### config.mk
export PLATFORM = sky130hd
export DESIGN_NAME = sld_driver
export DESIGN_NICKNAME = d
export VERILOG_FILES = /design/src/inc/sld_pkg.sv /design/src/verilog/sld_bit_fifo.sv /design/src/verilog/sld_driver.sv
export VERILOG_INCLUDE_DIRS = /design/src /design/src/inc
export SDC_FILE = /design/constraint.sdc
export NUM_CORES = 1
export LEC_CHECK = 0
export BUFFER_PORTS_ARGS = -buffer_cell sky130_fd_sc_hd__buf_2
export CAP_MARGIN = 10
export CORE_MARGIN = 4
export CORE_UTILIZATION = 46
export DETAILED_ROUTE_END_ITERATION = 10
export GPL_ROUTABILITY_DRIVEN = 1
export HOLD_SLACK_MARGIN = 0.1
export PLACE_DENSITY = 0.64
export SETUP_SLACK_MARGIN = 0.15
export SKIP_LAST_GASP = 1
export SYNTH_ARGS = -nofsm -noshare
export SYNTH_HDL_FRONTEND = slang
export SYNTH_SLANG_ARGS = --single-unit
### constraint.sdc
create_clock -name clk -period 4 [get_ports clk]
set_clock_uncertainty 0.15 [all_clocks]
set_input_delay 0.6 -clock clk [delete_from_list [all_inputs] [get_ports clk]]
set_output_delay 0.6 -clock clk [all_outputs]
set_load 0.005 [all_outputs]
### src/inc/sld_params.svh
// constants of the serial-in latched octal driver: stage count, fifo depth, reset values, timing
// assumes a single 20 MHz system clock; pin inputs are synchronised inside the block
//
// Overview of operation
// eight shift stages feed eight latches; each latch governs one output driver.
// on each shift clock rise the serial input enters the first stage; the core drops a rise that finds the bit fifo full and sets overrun.
// each later rise moves every bit one stage toward the cascade output.
// host keeps serial input stable before the capturing shift clock rise.
// while latch-load is high each latch copies its shift stage; the core copies only while the bit fifo is empty.
// latches follow while latch-load stays high and hold once it falls; the core also holds them while bits wait in the fifo.
// with latch-load tied high, host keeps blanking high while shifting; the bench's transparent test shifts with latch-load high and blanking low.
// while blanking is high all eight drivers are forced off.
// blanking never alters latch or shift register contents.
// while blanking is low each driver follows its own latch.
// last shift stage drives the cascade serial output for chaining.
// a bit reaches cascade output after eight rises; first bit ends nearest it.
// host finishes all eight shifts before pulsing latch-load.
`ifndef SLD_PARAMS_SVH
`define SLD_PARAMS_SVH

`define SLD_STAGES 8
`define SLD_FIFO_DEPTH 16
`define SLD_BIT_WIDTH 1
`define SLD_SR_RESET 8'h00
`define SLD_LATCH_RESET 8'h00
`define SLD_DRV_OFF 8'h00
`define SLD_CLK_PERIOD_NS 50
// least shift clock high time on the pin, and the cycles it spans
`define SLD_MIN_CLK_PULSE_NS 150
`define SLD_MIN_CLK_PULSE_CYC ((`SLD_MIN_CLK_PULSE_NS + `SLD_CLK_PERIOD_NS - 1) / `SLD_CLK_PERIOD_NS)

`endif

### src/inc/sld_pkg.sv
// types shared by the driver core and its bit fifo
// assumes sld_params.svh is reachable on the include path
`include "sld_params.svh"

package sld_pkg;

    typedef logic [`SLD_STAGES-1:0] sld_vec_t;

    // synchronised host pins
    typedef struct packed {
        logic shift_clk;
        logic ser_in;
        logic load;
        logic blank;
    } sld_pins_s;

    // whole state of the driver core except its bit fifo
    typedef struct packed {
        sld_pins_s sync1;
        sld_pins_s sync2;
        logic shift_clk_prev;
        sld_vec_t sr;
        sld_vec_t latch;
        sld_vec_t drv_on;
        logic in_ready;
        logic overrun;
    } sld_state_s;

endpackage

### src/verilog/sld_bit_fifo.sv
// small synchronous fifo carrying captured serial bits to the shift stages
// assumes one clock; writer and reader obey valid/ready
`timescale 1ns/1ps

module sld_bit_fifo #(
    parameter int WIDTH = `SLD_BIT_WIDTH,
    parameter int DEPTH = `SLD_FIFO_DEPTH
) (
    input wire logic clk,
    input wire logic rst_n,
    input wire logic in_valid,
    output logic in_ready,
    input wire logic [WIDTH-1:0] in_data,
    output logic out_valid,
    input wire logic out_ready,
    output logic [WIDTH-1:0] out_data
);
    import sld_pkg::*;

    localparam int AW = $clog2(DEPTH);

    initial begin
        if (DEPTH < 2 || (1 << AW) != DEPTH || WIDTH < 1) begin
            $error("sld_bit_fifo: depth must be a power of two >= 2");
        end
    end

    typedef struct packed {
        logic [AW-1:0] wr_ptr;
        logic [AW-1:0] rd_ptr;
        logic [AW:0] count;
    } sld_fifo_state_s;

    sld_fifo_state_s st_reg;
    sld_fifo_state_s st_next;
    logic [WIDTH-1:0] mem [DEPTH];
    logic push;
    logic pop;

    assign in_ready = (st_reg.count != (AW+1)'(DEPTH));
    assign out_valid = (st_reg.count != '0);
    assign out_data = mem[st_reg.rd_ptr];
    assign push = in_valid && in_ready;
    assign pop = out_valid && out_ready;

    always_comb begin
        st_next = st_reg;
        if (push) begin
            st_next.wr_ptr = st_reg.wr_ptr + 1'b1;
        end
        if (pop) begin
            st_next.rd_ptr = st_reg.rd_ptr + 1'b1;
        end
        st_next.count = st_reg.count + (AW+1)'(push) - (AW+1)'(pop);
    end

    always_ff @(posedge clk or negedge rst_n) begin
        if (!rst_n) begin
            st_reg <= '0;
        end else begin
            st_reg <= st_next;
        end
    end

    // storage carries no reset; only entries below count are ever read
    always_ff @(posedge clk) begin
        if (push) begin
            mem[st_reg.wr_ptr] <= in_data;
        end
    end

endmodule

### src/verilog/sld_driver.sv
// serial-in latched octal driver core: pin sync, shift stages, latches, blanking
// assumes host pins are asynchronous to clk and toggle slower than clk
`timescale 1ns/1ps

module sld_driver #(
    parameter int STAGES = `SLD_STAGES,
    parameter int FIFO_DEPTH = `SLD_FIFO_DEPTH
) (
    input wire logic clk,
    input wire logic rst_n,
    input wire logic shift_clk,
    input wire logic ser_in,
    input wire logic load,
    input wire logic blank,
    input wire logic shift_hold,
    output sld_pkg::sld_vec_t drv_on,
    output logic ser_out,
    output logic in_ready,
    output logic overrun
);
    import sld_pkg::*;

    initial begin
        if (STAGES != `SLD_STAGES) begin
            $error("sld_driver: stage count is fixed by the package vector");
        end
        if (FIFO_DEPTH < 2) begin
            $error("sld_driver: fifo depth too small");
        end
    end

    // ****************************************************************
    // state
    // ****************************************************************

    sld_state_s st_reg;
    sld_state_s st_next;

    logic clk_rise;
    logic push_valid;
    logic push_ready;
    logic pop_valid;
    logic pop_ready;
    logic pop_bit;
    logic pop;
    logic fifo_idle;
    logic latch_open;

    // ****************************************************************
    // shift clock edge and bit capture
    // ****************************************************************

    // edge taken from the second sync stage only
    assign clk_rise = st_reg.sync2.shift_clk && !st_reg.shift_clk_prev;
    // data sampled with the same delay as the clock edge, so host setup carries over
    assign push_valid = clk_rise;

    sld_bit_fifo #(
        .WIDTH(`SLD_BIT_WIDTH),
        .DEPTH(FIFO_DEPTH)
    ) u_fifo (
        .clk(clk),
        .rst_n(rst_n),
        .in_valid(push_valid),
        .in_ready(push_ready),
        .in_data(st_reg.sync2.ser_in),
        .out_valid(pop_valid),
        .out_ready(pop_ready),
        .out_data(pop_bit)
    );

    // a hold from the system stalls shifting; a full fifo then shows on in_ready
    assign pop_ready = !shift_hold;
    assign pop = pop_valid && pop_ready;
    assign fifo_idle = !pop_valid;
    // latches only copy a settled register, so queued bits finish shifting first
    assign latch_open = st_reg.sync2.load && fifo_idle && !pop;

    // ****************************************************************
    // next state
    // ****************************************************************

    always_comb begin
        st_next = st_reg;
        st_next.sync1.shift_clk = shift_clk;
        st_next.sync1.ser_in = ser_in;
        st_next.sync1.load = load;
        st_next.sync1.blank = blank;
        st_next.sync2 = st_reg.sync1;
        st_next.shift_clk_prev = st_reg.sync2.shift_clk;
        st_next.in_ready = push_ready;
        // sticky: a rise lost to a full fifo stays visible until reset
        if (push_valid && !push_ready) begin
            st_next.overrun = 1'b1;
        end
        if (pop) begin
            // new bit at stage 0, oldest moves toward the cascade end
            st_next.sr = {st_reg.sr[STAGES-2:0], pop_bit};
        end
        if (latch_open) begin
            st_next.latch = st_reg.sr;
        end
        // blanking gates only the drivers, never the stored bits
        if (st_reg.sync2.blank) begin
            st_next.drv_on = `SLD_DRV_OFF;
        end else begin
            st_next.drv_on = st_reg.latch;
        end
    end

    always_ff @(posedge clk or negedge rst_n) begin
        if (!rst_n) begin
            st_reg <= '{
                sync1: '0,
                sync2: '0,
                shift_clk_prev: 1'b0,
                sr: `SLD_SR_RESET,
                latch: `SLD_LATCH_RESET,
                drv_on: `SLD_DRV_OFF,
                in_ready: 1'b0,
                overrun: 1'b0
            };
        end else begin
            st_reg <= st_next;
        end
    end

    // ****************************************************************
    // outputs
    // ****************************************************************

    assign drv_on = st_reg.drv_on;
    assign ser_out = st_reg.sr[STAGES-1];
    assign in_ready = st_reg.in_ready;
    assign overrun = st_reg.overrun;

    // ****************************************************************
    // checks
    // ****************************************************************

    AST_BLANK_OFF: assert property (
        @(posedge clk) disable iff (!rst_n)
        st_reg.sync2.blank |=> (drv_on == `SLD_DRV_OFF))
        else $error("drivers not off while blanked");

    AST_DRV_FOLLOW: assert property (
        @(posedge clk) disable iff (!rst_n)
        !st_reg.sync2.blank |=> (drv_on == $past(st_reg.latch)))
        else $error("drivers do not follow latches");

    AST_SHIFT_IN: assert property (
        @(posedge clk) disable iff (!rst_n)
        pop |=> (st_reg.sr[0] == $past(pop_bit)))
        else $error("serial bit not captured in first stage");

    AST_SHIFT_ON: assert property (
        @(posedge clk) disable iff (!rst_n)
        pop |=> (st_reg.sr[STAGES-1:1] == $past(st_reg.sr[STAGES-2:0])))
        else $error("stages did not move onward");

    AST_SR_STILL: assert property (
        @(posedge clk) disable iff (!rst_n)
        (!pop && st_reg.sync2.blank) |=> $stable(st_reg.sr))
        else $error("shift register changed without a shift");

    AST_LATCH_COPY: assert property (
        @(posedge clk) disable iff (!rst_n)
        latch_open |=> (st_reg.latch == $past(st_reg.sr)))
        else $error("latch did not copy stages");

    AST_LATCH_HOLD: assert property (
        @(posedge clk) disable iff (!rst_n)
        !st_reg.sync2.load |=> $stable(st_reg.latch))
        else $error("latch changed with load low");

    AST_CASCADE_EIGHT: assert property (
        @(posedge clk) disable iff (!rst_n)
        (pop && !shift_hold) ##1 (pop [*7]) |=> (ser_out == $past(pop_bit, 8)))
        else $error("bit not at cascade output after eight shifts");

    AST_EDGE_QUEUED: assert property (
        @(posedge clk) disable iff (!rst_n)
        (clk_rise && push_ready) |=> !$stable(u_fifo.st_reg.count) || $past(pop))
        else $error("shift clock rise not queued");

    // a lost rise must never pass silently; the flag is the only trace of it
    AST_OVERRUN_SET: assert property (
        @(posedge clk) disable iff (!rst_n)
        (push_valid && !push_ready) |=> overrun)
        else $error("lost shift clock rise not flagged");

    AST_OVERRUN_STICKY: assert property (
        @(posedge clk) disable iff (!rst_n)
        overrun |=> overrun)
        else $error("overrun flag cleared without reset");

    AST_LATCH_ONLY_COPY: assert property (
        @(posedge clk) disable iff (!rst_n)
        !latch_open |=> $stable(st_reg.latch))
        else $error("latch changed outside a copy");

endmodule
==> results.sh <==
export IMPL_cp_required_ns=4.10
export IMPL_grt_pass1_wl_mm=6.75
export IMPL_path_cells="inv_1, ha_1, nor4b_1, or2_2, inv_1, ha_1, inv_1, ha_1, inv_1, fa_1, inv_1, a21oi_1, o21bai_1, xnor2_1"
export IMPL_relSlewSlack_pct=31.2
export IMPL_dp_cells=283
export IMPL_layout_drive_gt1_share_pct=18.9
export IMPL_seq_area_frac_synth_pct=62.9
export IMPL_total_power_mw=1.96
export IMPL_die_x_um=84.2
export IMPL_mappedNetlistNets=228
export IMPL_tightest_slew_ns=1.03
export IMPL_holdWs_ns=0.197
export IMPL_grt_antenna_before_repair=0
export IMPL_final_max_slew_viol_count=0
export IMPL_core_rowCount=27
export IMPL_ant_nets=0
export IMPL_status="finished, final reports clean"
export IMPL_busiest_layer="met2"
export IMPL_synth_flop_cell="dfrtp_1"
export IMPL_clkSlewWorstSetupHoldPaths_ns=0.06
export IMPL_netlist_area_um2=2670
export IMPL_synthDominantCellAreaShare_pct=44.9
export IMPL_syn_area_per_cell_um2=12.8
export IMPL_fmax_ghz=0.323
export IMPL_drtIter0Drc=46
export IMPL_place_hpwl_mm=2.57
export IMPL_largest_reg_flops=19
export IMPL_power_density_nw_per_um2=673
export IMPL_clockBufferDepth=2
export IMPL_cp_max_fo=12
export IMPL_synth_seq_cells=64
export IMPL_die_h_um=84.2
export IMPL_first_global_vias=1480
export IMPL_setup_ws_ns=0.900
export IMPL_drc=0
export IMPL_cp_common_cell="inv_1"
export IMPL_cts_sinks=64
export IMPL_fin_area_um2=2910
export IMPL_grt_max_degree=49
export IMPL_ys_warn_count=0
export IMPL_synth_cell_types=36
export IMPL_vias=1421
export IMPL_areaGrowthSynthToFinish_pct=8.70
export IMPL_grt_overflow=0
export IMPL_crit_slowest_cell="fa_1"
export IMPL_clk_latency_ns=0.34
export IMPL_rrSetupSlack_ns=0.90
export IMPL_grtUsageMet3_pct=4.02
export IMPL_min_period_ns=3.10
export IMPL_layout_commonest_cell="dfrtp_1"
export IMPL_synth_top_area_cell="dfrtp_1"
export IMPL_synth_area_top_cells="dfrtp_1 45%, edfxtp_1 18%, ha_1 5.1%"
export IMPL_fin_crit_sh_pct=77.5
export IMPL_synth_edf_count=16
export IMPL_cts_tree="yes"
export IMPL_numPortBuffers=17
export IMPL_clock_root_buffer="clkbuf_8"
export IMPL_tns_ns=0
export IMPL_hp_class="reg2reg"
export IMPL_critical_path_max_stage_delay_ns=0.40
export IMPL_ctsResizeCount=0
export IMPL_worstSetupPathType="reg2reg"
export IMPL_ir_worst_vdd_mv=0.318
export IMPL_viasPerCell=4.75
export IMPL_final_cells=299
export IMPL_track_usage_pct=12.3
export IMPL_initial_core_util_pct=48.0
export IMPL_synthArstFlopShare_pct=75.0
export IMPL_n_antenna_cell=0
export IMPL_wl_mm=3.75
export IMPL_wl_per_cell_um=12.5
export IMPL_fillers=493
export IMPL_start_kind="flop"
export IMPL_mostFrequentLayoutCells="48 x dfrtp_1, 29 x nand2_1, 17 x buf_2, 16 x edfxtp_1, 15 x inv_1"
export IMPL_design_die_area_um2=7100
export IMPL_post_cts_buffers=0
export IMPL_dr_pass1_iters=4
export IMPL_cts_hold_buffers=0
export IMPL_hold_violations=0
export IMPL_leakagePower_nw=1.33
export IMPL_synthCells=209
export IMPL_place_congestion=0.740
export IMPL_core_area_um2=5570
export IMPL_maxCapViolCount=0
export IMPL_grtUsageMet1_pct=15.2
export IMPL_io_pins=18
export IMPL_met2_usage_pct=18.0
export IMPL_arrival_ns=3.20
export IMPL_setup_viol=0
export IMPL_numCtsBuffers=9
export IMPL_rsz0062_at_grt="no"
export IMPL_layout_nets=241
export IMPL_pre_cts_ws_ns=0.897
export IMPL_htreeDepth=3
export IMPL_endpoint_kind="flop"
export IMPL_post_route_util_pct=52.1
export IMPL_placed_area_um2=2750
cell families after synthesis:
| family | after synthesis | synth area share [%] |
|---|---|---|
| flip-flops | 64 | 62.9 |
| AO/OA/AOI/OAI | 11 | 2.67 |
| multiplexers | 14 | 6.97 |
| XOR/XNOR | 10 | 3.28 |
| buffers and inverters | 30 | 5.80 |
| adder cells (fa/ha/maj) | 12 | 5.90 |
| AND/OR/NAND/NOR | 68 | 12.5 |
per-layer routing:
layer / wire [µm] / part of all wire [%] / vias to the layer above
li1: - / - / 712
met1: 1810 / 48 / 670
met2: 1660 / 44 / 30
met3: 155 / 4.1 / 9
met4: 124 / 3.3 / 0
met5: 0 / 0 / -
final cells by class:
class	count	area, µm²	share of cell area, %
Clock inverter	5	25.0	0.861
Multi-Input combinational cell	115	837	28.8
Sequential cell	64	1680	57.9
Tap cell	72	90.1	3.10
Timing Repair Buffer	17	85.1	2.93
Inverter	15	56.3	1.94
Clock buffer	11	131	4.52
worst max-delay path: cells and delay by family, from the launching register on:
kind,cells,cell delay [ns]
adder cells (fa/ha/maj),4,1.05
AND/OR/NAND/NOR,2,0.63
buffers and inverters,5,0.46
flip-flops,1,0.39
AO/OA/AOI/OAI,2,0.21
XOR/XNOR,1,0.13
power by group:
part / switching [mW] / internal [mW]
sequential: 0.157 / 0.842
clock: 0.227 / 0.218
combinational: 0.241 / 0.270
total: 0.625 / 1.33
cell usage after synthesis, drive strengths merged, types with 2 or more instances:
cell / number
xor2: 3
nor3b: 3
clkbuf: 2
nor2b: 9
xnor2: 7
mux4: 2
nand2b: 2
nor3: 5
inv: 15
mux2: 11
ha: 11
buf: 13
a21oi: 2
nor2: 14
nand2: 29
dfrtp: 48
o21ai: 4
edfxtp: 16
final timing paths:
path	to	depth (start not counted)	startpoint
worst max-delay path	u_fifo.st_reg[4]$_DFF_PN0_	14	u_fifo.st_reg[3]$_DFF_PN0_
worst min-delay path	st_reg[29]$_DFF_PN0_	0	st_next[29]$_DFF_PN0_
worst max register to register	u_fifo.st_reg[4]$_DFF_PN0_	14	u_fifo.st_reg[3]$_DFF_PN0_
worst min register to register	st_reg[29]$_DFF_PN0_	0	st_next[29]$_DFF_PN0_
max in group asynchronous	drv_on[0]$_DFF_PN0_	1	rst_n
min in group asynchronous	drv_on[7]$_DFF_PN0_	1	rst_n
Power figures use the tool's default switching activity.
